<file path="src/logic/itcf_params.svh">
// offsets, bit positions, masks and reset values of the interrupt/trap flag block
`ifndef ITCF_PARAMS_SVH
`define ITCF_PARAMS_SVH

`define ITCF_OFS_CTL_ONE     8'h00
`define ITCF_OFS_CTL_TWO     8'h04
`define ITCF_OFS_FLAGS_ZERO  8'h08
`define ITCF_OFS_STATUS_WORD 8'h0c
`define ITCF_OFS_CORE_WORD   8'h10

`define ITCF_C1_NEST_OFF     15
`define ITCF_C1_ACC_A_OVF    14
`define ITCF_C1_ACC_B_OVF    13
`define ITCF_C1_ACC_A_SEV    12
`define ITCF_C1_ACC_B_SEV    11
`define ITCF_C1_OVA_TRAP_EN  10
`define ITCF_C1_OVB_TRAP_EN  9
`define ITCF_C1_SEV_TRAP_EN  8
`define ITCF_C1_BAD_SHIFT    7
`define ITCF_C1_ZERO_DIV     6
`define ITCF_C1_DMA_FAULT    5
`define ITCF_C1_ARITH_FAULT  4
`define ITCF_C1_ADDR_FAULT   3
`define ITCF_C1_STACK_FAULT  2
`define ITCF_C1_OSC_LOSS     1

`define ITCF_C2_ALT_TABLE    15
`define ITCF_C2_TIMED_DIS    14
`define ITCF_C2_POL_LSB      0
`define ITCF_EXT_LINES       5

`define ITCF_SW_IPL_LSB      5
`define ITCF_CW_IPL_TOP      3

`define ITCF_C1_FLAG_MASK    16'h78fe
`define ITCF_FLAGS_MASK      16'h7fff
`define ITCF_RESET_WORD      16'h0000

`endif

</file>
<file path="src/logic/itcf_pkg.sv">
// types shared by the interrupt/trap flag block
package itcf_pkg;

  typedef struct packed {
    logic        cyc;
    logic        stb;
    logic        we;
    logic [7:0]  adr;
    logic [3:0]  sel;
    logic [31:0] dat;
  } itcf_wb_req_t;

  typedef struct packed {
    logic        ack;
    logic [31:0] dat;
  } itcf_wb_rsp_t;

  typedef struct packed {
    logic acc_a_ovf;
    logic acc_b_ovf;
    logic acc_a_sev;
    logic acc_b_sev;
    logic bad_shift;
    logic zero_div;
    logic dma_fault;
    logic addr_fault;
    logic stack_fault;
    logic osc_loss;
  } itcf_trap_evt_t;

  typedef struct packed {
    logic math;
    logic dma;
    logic addr;
    logic stack;
    logic osc;
  } itcf_trap_req_t;

  typedef struct packed {
    logic       ipl_load;
    logic [3:0] ipl_value;
    logic       in_service;
    logic       timed_disable;
  } itcf_core_t;

endpackage

</file>
<file path="src/logic/itcf_sticky.sv">
// sticky flag word: hardware set beats a same-cycle software write
`timescale 1ns/10ps
module itcf_sticky #(
  parameter int W = 16
) (
  input  wire logic         core_clk,
  input  wire logic         reset_n,
  input  wire logic [W-1:0] set_i,
  input  wire logic [W-1:0] wen_i,
  input  wire logic [W-1:0] wdat_i,
  output logic      [W-1:0] q_o
);
  typedef struct packed {
    logic [W-1:0] flags;
  } itcf_sticky_st_t;

  itcf_sticky_st_t st_q;
  itcf_sticky_st_t st_d;

  always_comb
  begin
    st_d       = st_q;
    st_d.flags = set_i | (wen_i & wdat_i) | (~wen_i & st_q.flags);
  end

  always_ff @(posedge core_clk or negedge reset_n)
  begin
    if (!reset_n)
      st_q <= '0;
    else
      st_q <= st_d;
  end

  assign q_o = st_q.flags;
endmodule

</file>
<file path="src/logic/itcf_edge.sv">
// two-flop synchroniser and polarity-selected edge detector for one external line
`timescale 1ns/10ps
module itcf_edge (
  input  wire logic core_clk,
  input  wire logic reset_n,
  input  wire logic line_i,
  input  wire logic falling_i,
  output logic      pulse_o
);
  typedef struct packed {
    logic s1;
    logic s2;
    logic s3;
  } itcf_edge_st_t;

  itcf_edge_st_t st_q;
  itcf_edge_st_t st_d;

  always_comb
  begin
    st_d    = st_q;
    st_d.s1 = line_i;
    st_d.s2 = st_q.s1;
    st_d.s3 = st_q.s2;
  end

  always_ff @(posedge core_clk or negedge reset_n)
  begin
    if (!reset_n)
      st_q <= '0;
    else
      st_q <= st_d;
  end

  // only synchronised stages feed the compare
  assign pulse_o = falling_i ? (st_q.s3 & ~st_q.s2) : (st_q.s2 & ~st_q.s3);
endmodule

</file>
<file path="src/logic/itcf_top.sv">
// interrupt and trap control/status registers with first flag word, wishbone slave
// Functional notes
// - priority level is top bit over three low
// - top bit set exactly when level above seven
// - nesting off blocks preemption of running service
// - accumulator A and B overflow trap flags
// - accumulator A and B severe overflow flags
// - overflow traps only when own enable set
// - one enable gates both severe overflow traps
// - bad shift math trap sets its flag
// - divide by zero math trap sets flag
// - dma controller error trap sets flag
// - any math trap sets arithmetic fault flag
// - address, stack, oscillator trap flags kept
// - unimplemented bits always read zero
// - table select picks alternate vector table
// - read-only timed disable status bit
// - per-line polarity: 1 falling, 0 rising
// - flag reads one after source request
// - flag bits 14..8 mapped to sources
// - flag bits 7..0 mapped to sources
// - hardware sets flags, software clears them
// - nesting off makes low priority bits read-only
// - top bit set masks all user interrupts
//
// Local design decisions: the Wishbone interface to the registers and the register addresses.
`timescale 1ns/10ps
`include "itcf_params.svh"
module itcf_top (
  input  wire logic                   core_clk,
  input  wire logic                   reset_n,
  input  wire itcf_pkg::itcf_wb_req_t wb_req,
  output itcf_pkg::itcf_wb_rsp_t      wb_rsp,
  input  wire itcf_pkg::itcf_core_t   core_in,
  input  wire itcf_pkg::itcf_trap_evt_t trap_evt,
  input  wire logic [13:0]            periph_req,
  input  wire logic [4:0]             ext_line,
  output itcf_pkg::itcf_trap_req_t    trap_req,
  output logic [3:0]                  cpu_priority,
  output logic                        preempt_allowed,
  output logic                        user_irq_allowed,
  output logic                        vector_table_alt,
  output logic [4:0]                  ext_line_event,
  output logic [15:0]                 interrupt_flags_zero
);
  import itcf_pkg::*;

  typedef struct packed {
    logic           nesting_off;
    logic           acc_a_overflow_trap_en;
    logic           acc_b_overflow_trap_en;
    logic           severe_overflow_trap_en;
    logic           alternate_table_select;
    logic [4:0]     ext_polarity;
    logic [2:0]     priority_level_low_bits;
    logic           priority_level_top_bit;
    logic           preempt_ok;
    logic           user_ok;
    logic [4:0]     ext_evt;
    itcf_trap_req_t trap;
    itcf_wb_rsp_t   rsp;
  } itcf_state_t;

  itcf_state_t st_q;
  itcf_state_t st_d;

  logic [4:0]  edge_pulse;
  logic [15:0] trap_flags;
  logic [15:0] trap_set;
  logic [15:0] trap_wen;
  logic [15:0] flags0;
  logic [15:0] flags0_set;
  logic [15:0] flags0_wen;
  logic [15:0] lane_mask;
  logic        access;
  logic        wr;
  logic        hit;
  logic        ova;
  logic        ovb;
  logic        cova;
  logic        covb;
  logic        math;
  logic [15:0] ctl_one_rd;
  logic [15:0] ctl_two_rd;
  logic [15:0] status_rd;
  logic [15:0] core_rd;
  logic [15:0] rd_word;

  genvar gi;
  generate
    for (gi = 0; gi < `ITCF_EXT_LINES; gi++)
    begin : g_ext
      itcf_edge u_edge (
        .core_clk  (core_clk),
        .reset_n   (reset_n),
        .line_i    (ext_line[gi]),
        .falling_i (st_q.ext_polarity[gi]),
        .pulse_o   (edge_pulse[gi])
      );
    end
  endgenerate

  // bus access decode; one wait state, answer registered
  assign access    = wb_req.cyc & wb_req.stb & ~st_q.rsp.ack;
  assign wr        = access & wb_req.we;
  assign lane_mask = {{8{wb_req.sel[1]}}, {8{wb_req.sel[0]}}};
  assign hit       = (wb_req.adr == `ITCF_OFS_CTL_ONE) | (wb_req.adr == `ITCF_OFS_CTL_TWO)
                   | (wb_req.adr == `ITCF_OFS_FLAGS_ZERO) | (wb_req.adr == `ITCF_OFS_STATUS_WORD)
                   | (wb_req.adr == `ITCF_OFS_CORE_WORD);

  // trap qualification by the enables
  assign ova  = trap_evt.acc_a_ovf & st_q.acc_a_overflow_trap_en;
  assign ovb  = trap_evt.acc_b_ovf & st_q.acc_b_overflow_trap_en;
  assign cova = trap_evt.acc_a_sev & st_q.severe_overflow_trap_en;
  assign covb = trap_evt.acc_b_sev & st_q.severe_overflow_trap_en;
  assign math = ova | ovb | cova | covb | trap_evt.bad_shift | trap_evt.zero_div;

  always_comb
  begin
    trap_set                       = `ITCF_RESET_WORD;
    trap_set[`ITCF_C1_ACC_A_OVF]   = ova;
    trap_set[`ITCF_C1_ACC_B_OVF]   = ovb;
    trap_set[`ITCF_C1_ACC_A_SEV]   = cova;
    trap_set[`ITCF_C1_ACC_B_SEV]   = covb;
    trap_set[`ITCF_C1_BAD_SHIFT]   = trap_evt.bad_shift;
    trap_set[`ITCF_C1_ZERO_DIV]    = trap_evt.zero_div;
    trap_set[`ITCF_C1_DMA_FAULT]   = trap_evt.dma_fault;
    trap_set[`ITCF_C1_ARITH_FAULT] = math;
    trap_set[`ITCF_C1_ADDR_FAULT]  = trap_evt.addr_fault;
    trap_set[`ITCF_C1_STACK_FAULT] = trap_evt.stack_fault;
    trap_set[`ITCF_C1_OSC_LOSS]    = trap_evt.osc_loss;
  end

  assign trap_wen   = (wr && wb_req.adr == `ITCF_OFS_CTL_ONE) ? (lane_mask & `ITCF_C1_FLAG_MASK) : 16'h0000;
  assign flags0_set = {1'b0, periph_req, edge_pulse[0]};
  assign flags0_wen = (wr && wb_req.adr == `ITCF_OFS_FLAGS_ZERO) ? (lane_mask & `ITCF_FLAGS_MASK) : 16'h0000;

  itcf_sticky #(
    .W (16)
  ) u_trap_flags (
    .core_clk (core_clk),
    .reset_n  (reset_n),
    .set_i    (trap_set),
    .wen_i    (trap_wen),
    .wdat_i   (wb_req.dat[15:0]),
    .q_o      (trap_flags)
  );

  itcf_sticky #(
    .W (16)
  ) u_flags0 (
    .core_clk (core_clk),
    .reset_n  (reset_n),
    .set_i    (flags0_set),
    .wen_i    (flags0_wen),
    .wdat_i   (wb_req.dat[15:0]),
    .q_o      (flags0)
  );

  // read views; unimplemented positions forced to zero
  always_comb
  begin
    ctl_one_rd                       = trap_flags & `ITCF_C1_FLAG_MASK;
    ctl_one_rd[`ITCF_C1_NEST_OFF]    = st_q.nesting_off;
    ctl_one_rd[`ITCF_C1_OVA_TRAP_EN] = st_q.acc_a_overflow_trap_en;
    ctl_one_rd[`ITCF_C1_OVB_TRAP_EN] = st_q.acc_b_overflow_trap_en;
    ctl_one_rd[`ITCF_C1_SEV_TRAP_EN] = st_q.severe_overflow_trap_en;
    ctl_two_rd                       = `ITCF_RESET_WORD;
    ctl_two_rd[`ITCF_C2_ALT_TABLE]   = st_q.alternate_table_select;
    ctl_two_rd[`ITCF_C2_TIMED_DIS]   = core_in.timed_disable;
    ctl_two_rd[`ITCF_C2_POL_LSB +: `ITCF_EXT_LINES] = st_q.ext_polarity;
    status_rd                        = `ITCF_RESET_WORD;
    status_rd[`ITCF_SW_IPL_LSB +: 3] = st_q.priority_level_low_bits;
    core_rd                          = `ITCF_RESET_WORD;
    core_rd[`ITCF_CW_IPL_TOP]        = st_q.priority_level_top_bit;
    case (wb_req.adr)
      `ITCF_OFS_CTL_ONE:     rd_word = ctl_one_rd;
      `ITCF_OFS_CTL_TWO:     rd_word = ctl_two_rd;
      `ITCF_OFS_FLAGS_ZERO:  rd_word = flags0 & `ITCF_FLAGS_MASK;
      `ITCF_OFS_STATUS_WORD: rd_word = status_rd;
      `ITCF_OFS_CORE_WORD:   rd_word = core_rd;
      default:               rd_word = `ITCF_RESET_WORD;
    endcase
  end

  always_comb
  begin
    st_d = st_q;

    // control writes honour byte lanes
    if (wr && wb_req.adr == `ITCF_OFS_CTL_ONE)
    begin
      if (wb_req.sel[1])
      begin
        st_d.nesting_off             = wb_req.dat[`ITCF_C1_NEST_OFF];
        st_d.acc_a_overflow_trap_en  = wb_req.dat[`ITCF_C1_OVA_TRAP_EN];
        st_d.acc_b_overflow_trap_en  = wb_req.dat[`ITCF_C1_OVB_TRAP_EN];
        st_d.severe_overflow_trap_en = wb_req.dat[`ITCF_C1_SEV_TRAP_EN];
      end
    end
    if (wr && wb_req.adr == `ITCF_OFS_CTL_TWO)
    begin
      if (wb_req.sel[1])
        st_d.alternate_table_select = wb_req.dat[`ITCF_C2_ALT_TABLE];
      if (wb_req.sel[0])
        st_d.ext_polarity = wb_req.dat[`ITCF_C2_POL_LSB +: `ITCF_EXT_LINES];
    end

    // software may lower or raise the low bits unless nesting is off
    if (wr && wb_req.adr == `ITCF_OFS_STATUS_WORD && wb_req.sel[0] && !st_q.nesting_off)
      st_d.priority_level_low_bits = wb_req.dat[`ITCF_SW_IPL_LSB +: 3];
    // top bit is clear-only from software so traps stay unmaskable
    if (wr && wb_req.adr == `ITCF_OFS_CORE_WORD && wb_req.sel[0] && !wb_req.dat[`ITCF_CW_IPL_TOP])
      st_d.priority_level_top_bit = 1'b0;
    // the core's own level change wins over a software write
    if (core_in.ipl_load)
    begin
      st_d.priority_level_top_bit  = core_in.ipl_value[3];
      st_d.priority_level_low_bits = core_in.ipl_value[2:0];
    end

    st_d.preempt_ok = ~(st_d.nesting_off & core_in.in_service);
    st_d.user_ok    = ~st_d.priority_level_top_bit;

    st_d.trap.math  = math;
    st_d.trap.dma   = trap_evt.dma_fault;
    st_d.trap.addr  = trap_evt.addr_fault;
    st_d.trap.stack = trap_evt.stack_fault;
    st_d.trap.osc   = trap_evt.osc_loss;
    st_d.ext_evt    = edge_pulse;

    // unmapped addresses still answer, reading zero
    st_d.rsp.ack = access;
    if (access && !wb_req.we)
      st_d.rsp.dat = {16'h0000, hit ? rd_word : `ITCF_RESET_WORD};
    else
      st_d.rsp.dat = 32'h0000_0000;
  end

  always_ff @(posedge core_clk or negedge reset_n)
  begin
    if (!reset_n)
    begin
      st_q            <= '0;
      st_q.preempt_ok <= 1'b1;
      st_q.user_ok    <= 1'b1;
    end
    else
      st_q <= st_d;
  end

  assign wb_rsp               = st_q.rsp;
  assign trap_req             = st_q.trap;
  assign cpu_priority         = {st_q.priority_level_top_bit, st_q.priority_level_low_bits};
  assign preempt_allowed      = st_q.preempt_ok;
  assign user_irq_allowed     = st_q.user_ok;
  assign vector_table_alt     = st_q.alternate_table_select;
  assign ext_line_event       = st_q.ext_evt;
  assign interrupt_flags_zero = flags0;
endmodule

</file>
<file path="config.mk">
export PLATFORM = sky130hd
export DESIGN_NAME = itcf_top
export DESIGN_NICKNAME = d
export VERILOG_FILES = /design/src/logic/itcf_pkg.sv /design/src/logic/itcf_sticky.sv /design/src/logic/itcf_edge.sv /design/src/logic/itcf_top.sv
export VERILOG_INCLUDE_DIRS = /design/src /design/src/logic
export SDC_FILE = /design/constraint.sdc
export NUM_CORES = 1
export LEC_CHECK = 0
export BUFFER_PORTS_ARGS = -buffer_cell sky130_fd_sc_hd__buf_2
export CORE_MARGIN = 10
export CORE_UTILIZATION = 46
export CTS_CLUSTER_DIAMETER = 120
export DETAILED_ROUTE_END_ITERATION = 8
export GPL_TIMING_DRIVEN = 0
export MAX_ROUTING_LAYER = met4
export PLACE_DENSITY = 0.9
export SETUP_SLACK_MARGIN = 0.02
export SYNTH_ARGS = -nofsm -noshare
export SYNTH_HDL_FRONTEND = slang
export SYNTH_SLANG_ARGS = --single-unit
</file>
<file path="constraint.sdc">
create_clock -name core_clk -period 2.5 [get_ports core_clk]
set_input_delay 0.25 -clock core_clk [delete_from_list [all_inputs] [get_ports core_clk]]
set_output_delay 0.25 -clock core_clk [all_outputs]
set_load 0.05 [all_outputs]
</file>
# Word-level counts from Yosys, hierarchy flattened
# Index checks and enable logic that the tools add are counted.
# W data, S select, Z words.
dict set report op_classes {
  n_reduce_logical 18
  bitwise 50
  mux 15
  n_eq_ne 4
}
# op n
set ops {}
lappend ops {{$pmux W16 S5} 1}
lappend ops {{$and A15 B16 Y16} 2}
lappend ops {{$and A16 B16 Y16} 2}
lappend ops {{$mux W16} 2}
lappend ops {{$not A15 Y16} 2}
lappend ops {{$or A15 B16 Y16} 2}
lappend ops {{$or A16 B16 Y16} 2}
lappend ops {{$mux W15} 2}
lappend ops {{$and A1 B1 Y1} 18}
lappend ops {{$eq A8 B4 Y1 const B} 2}
lappend ops {{$not A1 Y1} 13}
lappend ops {{$mux W4} 3}
lappend ops {{$logic_and A1 B1 Y1} 10}
lappend ops {{$or A1 B1 Y1} 9}
lappend ops {{$eq A8 B3 Y1 const B} 1}
lappend ops {{$eq A8 B5 Y1 const B} 1}
lappend ops {{$logic_not A8 Y1} 1}
lappend ops {{$mux W1} 6}
lappend ops {{$reduce_and A2 Y1} 3}
lappend ops {{$logic_not A1 Y1} 3}
lappend ops {{$mux W3} 1}
lappend ops {{$reduce_bool A2 Y1} 1}
dict set report totals {
  output_inout_bits 66
  in_bits 85
  ff_bits 106
  word_cells 122
}

# Logic depth before layout (Yosys ltp)
dict set report logic_depth {
  word_depth 9
  mapped_depth 6
  mapped_depth_nobuf 4
}

# Hierarchy
# From an unflattened synthesis, not the netlist that was laid out.
dict set report unflattened {
  hier_cells 285
  hier_area_um2 3737.3
}
# mod n_inst seq_area_each_um2 cells_each area_per_inst_um2
set by_module_without_submodules {}
lappend by_module_without_submodules {itcf_top 1 1078.5 159 1968.1}
lappend by_module_without_submodules {itcf_sticky 2 400.4 48 640.6}
lappend by_module_without_submodules {itcf_edge 5 75.1 6 97.6}

# Least setup slack after synthesis
# Ideal clock, no wire load.
dict set report synth_path {
  path_kind {reg2reg}
  from {register st_q, in the netlist wb_rsp[32]}
  to {register st_q, in the netlist ctl_two_rd[0]}
  required_ps 2372
  path_stages_with_launch 7
  setup_ps 128
  synth_period_minus_slack_ps 1955
  n_path_buf 2
  arrival_time_ps 1827
  slack_ps 545
  path_cell_list {dfrtp_1 and4b_1 clkbuf_1 and2_1 and3_1 buf_2 mux2_1}
}
dict set report synth_between {
  elab_chain_cells 5
}
# item line_no
set synth_lines {}
lappend synth_lines {{from (decl)} itcf_top.sv:64} ;# itcf_state_t st_q;
lappend synth_lines {{from (signal assigned)} itcf_top.sv:249} ;# st_q <= st_d;
lappend synth_lines {{$not A1 Y1} itcf_top.sv:104} ;# assign access = wb_req.cyc & wb_req.stb & ~st_q.rsp.ack;
lappend synth_lines {{$and A1 B1 Y1} itcf_top.sv:104}
lappend synth_lines {{$and A1 B1 Y1} itcf_top.sv:105} ;# assign wr = access & wb_req.we;
lappend synth_lines {{$logic_and A1 B1 Y1 (no line)} --}
lappend synth_lines {{$reduce_and A2 Y1 (no line)} --}
# No other way between the ends.
# A chain may end at the register's enable or synchronous reset.

==> impl_metrics.csv <==
group,metric,value,unit
timing,timing.setup.tns,0,ns
route,ant_nets,0,
route,drc,0,
power,p_total,2.81,mW
route,finalWirelength,10200,um
critical_path,critPathTopFamily,"buffers and inverters",
yosys,ys_async_sr_fraction,1.00,
yosys,synth_edf_count,0,
yosys,yosysMostFrequentCell,"dfrtp_1",
grt,antenna_found_initial,0,
floorplanning,ios,151,
grt,grt.overflow.total,0,
clock_tree,cts_buffer_depth,2,
grt,grt_pass1_vias,3213,
power,p_leak,2.16,nW
yosys,synthCells,310,
clock_tree,cts_resized,0,
critical_path,crit_type,"reg -> reg",
critical_path,crit_required,2.73,ns
yosys,synth_commonest_cells,"dfrtp_1 (82), nor2_1 (37), nand2_1 (20)",
critical_path,end_kind,"flip-flop",
floorplanning,die_h,107,um
timing,period_share,0.826,
yosys,synth_xor_area_frac,0,
clock_tree,worstSkewPairLatency,0.35,ns
timing,slew_headroom,0.414,
timing,post-route-min-period,2.07,ns
timing,finClkSkew,0.0101,ns
power,powerDensity,616,nW/um^2
placed_design,port_buffers,113,
timing,slew_violations,0,
yosys,synth_compound_area_frac,0.119,
yosys,yosys_register_bits,84,
yosys,synth_area,3510,sq um
yosys,synth_top_area_share,0.584,
min_path,hold_class,"in -> reg",
timing,worstMarginPinSlew,0.871,ns
yosys,synthDistinctLibCells,40,
timing,finalHoldViolations,0,
yosys,syn-mean-instance-area,11.3,sq um
clock_tree,cts_max_level,3,
critical_path,cpPeakStageDelay,0.38,ns
yosys,synth_fa_ha_area_frac,0,
yosys,ys_warn_count,0,
yosys,ys_seq_area_frac,0.599,
grt,grt_pass1_wl,16100,um
critical_path,crit_top_cell,"clkbuf_1",
placed_design,dp.final_hpwl,7750,um
critical_path,crit_fanout,10,
yosys,synth_top_family_by_area,"simple AND/OR/NAND/NOR gates",
cells_and_area,final_cells,561,
clock_tree,cts_root_buffer,"clkbuf_8",
placed_design,place_inst,539,
route,wire_per_inst,18.1,um
cells_and_area,area_growth_syn_to_layout,30.1,%
floorplanning,die-width,107,um
yosys,synthTopCellsByArea,"dfrtp_1 (58%), nor2_1 (4.0%), a211o_1 (3.7%), buf_4 (3.6%), mux2i_1 (3.1%)",
route,drtIter0Drc,143,
outcome,status,"finished clean",
yosys,synthSimpleGateAreaFrac,0.161,
cells_and_area,fillers,611,
timing,setup_viol,0,
critical_path,path_buf_inv,2,
critical_path,arrival,2.29,ns
cells_and_area,drive_gt1_frac,0.349,
clock_tree,clkTransAtPathRegs,0.08,ns
placed_design,gp_congestion,0.843,
cells_and_area,multi_input_area,1240,sq um
timing,timing.fmax,484,MHz
timing,rsz0062_at_grt,"no",
min_path,worstHoldStart,"core_in[1]",
yosys,synth.area.mux_share,0.0538,
route,viasPerCell,5.24,
floorplanning,row_count,31,
run,maxCapViolations,0,
clock_tree,numCtsBuffers,9,
yosys,synth_flop_cell,"dfrtp_1",
yosys,yosys.area.top_type,"dfrtp_1",
route,vias,2941,
power,vdd.ir_drop.worst,242,uV
critical_path,crit_start,"wb_rsp[32]$_DFF_PN0_",
route,drtPass1Iterations,5,
grt,grt_max_degree,46,
floorplanning,core,7330,sq um
floorplanning,dieArea,11500,sq um
clock_tree,cts_tree,"yes",
critical_path,reg2reg_from,"wb_rsp[32]$_DFF_PN0_",
critical_path,critPathLaunchType,"flip-flop",
timing,holdWs,0.0172,ns
cells_and_area,nets,542,
floorplanning,initial_utilization,0.479,
grt,grt_use_total,0.182,
critical_path,critPathSlowestCell,"dfrtp_1",
critical_path,cp_cell_sequence,"and4b_1 -> clkbuf_1 -> nand4_1 -> clkbuf_1 -> a211o_1",
cells_and_area,seq_area,2100,sq um
clock_tree,clkSinkCount,84,
==> what timing repair did <==
action	in CTS	in global routing
hold endpoints to repair	43	0
setup buffers	0	0
hold buffers	6	0
==> cell usage in the layout (no fill, tap or decap), types with 2 or more instances in the layout <==
master | synthesis | routed
a21oi_2 | 2 | 2
nand4b_1 | 3 | 3
and3_1 | 9 | 9
nand3b_1 | 8 | 8
o21ai_0 | 11 | 11
mux2i_1 | 11 | 11
a21oi_1 | 7 | 7
nor3_1 | 4 | 4
mux2_2 | 2 | 2
a22oi_1 | 9 | 9
nand2b_1 | 5 | 5
mux2_1 | 5 | 5
buf_2 | 4 | 116
conb_1 | 1 | 17
o211ai_1 | 4 | 4
a31oi_1 | 4 | 4
or4_4 | 2 | 2
nand2_1 | 20 | 20
o21ai_1 | 3 | 3
inv_1 | 9 | 9
a211o_1 | 15 | 15
dfstp_2 | 2 | 2
nor4b_1 | 2 | 2
a32oi_1 | 2 | 2
nor2_1 | 37 | 37
nor4_1 | 2 | 2
bufinv_16 | 0 | 2
clkbuf_8 | 0 | 10
dlygate4sd3_1 | 0 | 6
buf_4 | 17 | 18
clkbuf_1 | 10 | 10
dfrtp_1 | 82 | 82
nand4_1 | 4 | 4
and2_1 | 5 | 5
==> flip-flops by register name, summed over array words and instances (netlist names) <==
register / cells
vector_table_alt: 1
wb_rsp: 17
g_ext.u_edge.st_d: 10
u_trap_flags.q_o: 11
trap_req: 5
ctl_one_rd: 4
ctl_two_rd: 5
ext_line_event: 5
user_irq_allowed: 1
cpu_priority: 4
u_flags0.q_o: 15
g_ext.u_edge.st_q: 5
preempt_allowed: 1
==> cell families after synthesis <==
| logic type | after synthesis |
|---|---|
| buf+inv | 41 |
| simple gates | 106 |
| compound gates | 60 |
| other cells | 1 |
| mux | 18 |
| flops | 84 |
==> where the power goes <==
| group | switching [mW] | internal, mW | total (mW) |
|---|---|---|---|
| combinational | 0.226 | 0.103 | 0.329 |
| clock | 0.483 | 0.590 | 1.07 |
| sequential | 0.0175 | 1.39 | 1.41 |
==> area by class of cell <==
cell class,count,share of cell area
Multi-Input combinational cell,201,0.271
Clock inverter,5,0.0186
Antenna cell,1,0.000548
Clock buffer,10,0.0301
Sequential cell,84,0.461
Timing Repair Buffer,120,0.142
Inverter,9,0.00739
Buffer,32,0.0430
Tap cell,99,0.0271
==> per-layer routing <==
metal,track usage,up-vias,wire length [um]
met1,0.209,1411,4080
met5,-,-,0
met2,0.284,141,4910
met4,0.115,0,448
met3,0.0383,36,741
li1,-,1353,-
==> per-stage QoR <==
step / worst slack, ns / area [sq um] / utilization
CTS: 0.444 / 4570 / 0.623
global route: 0.308 / 4570 / 0.623
finish: 0.434 / 4570 / 0.623
global placement: 0.202 / 4260 / 0.581
detailed placement: 0.158 / 4280 / 0.584
floorplan: 0.545 / 3570 / -
==> path summary, 6_finish.rpt <==
path,depth (start not counted),end,slack [ns]
max in group asynchronous,3,user_irq_allowed$_DFF_PN1_,1.42
hold reg to reg,0,g_ext[1].u_edge.st_d[0]$_DFF_PN0_,0.35
hold / removal,2,preempt_allowed$_DFF_PN1_,0.02
min in group asynchronous,2,g_ext[0].u_edge.st_d[0]$_DFF_PN0_,0.41
setup / recovery,5,u_flags0.q_o[12]$_DFF_PN0_,0.43
setup reg to reg,5,u_flags0.q_o[12]$_DFF_PN0_,0.43
Note: power is estimated with default switching activity, not from simulation.
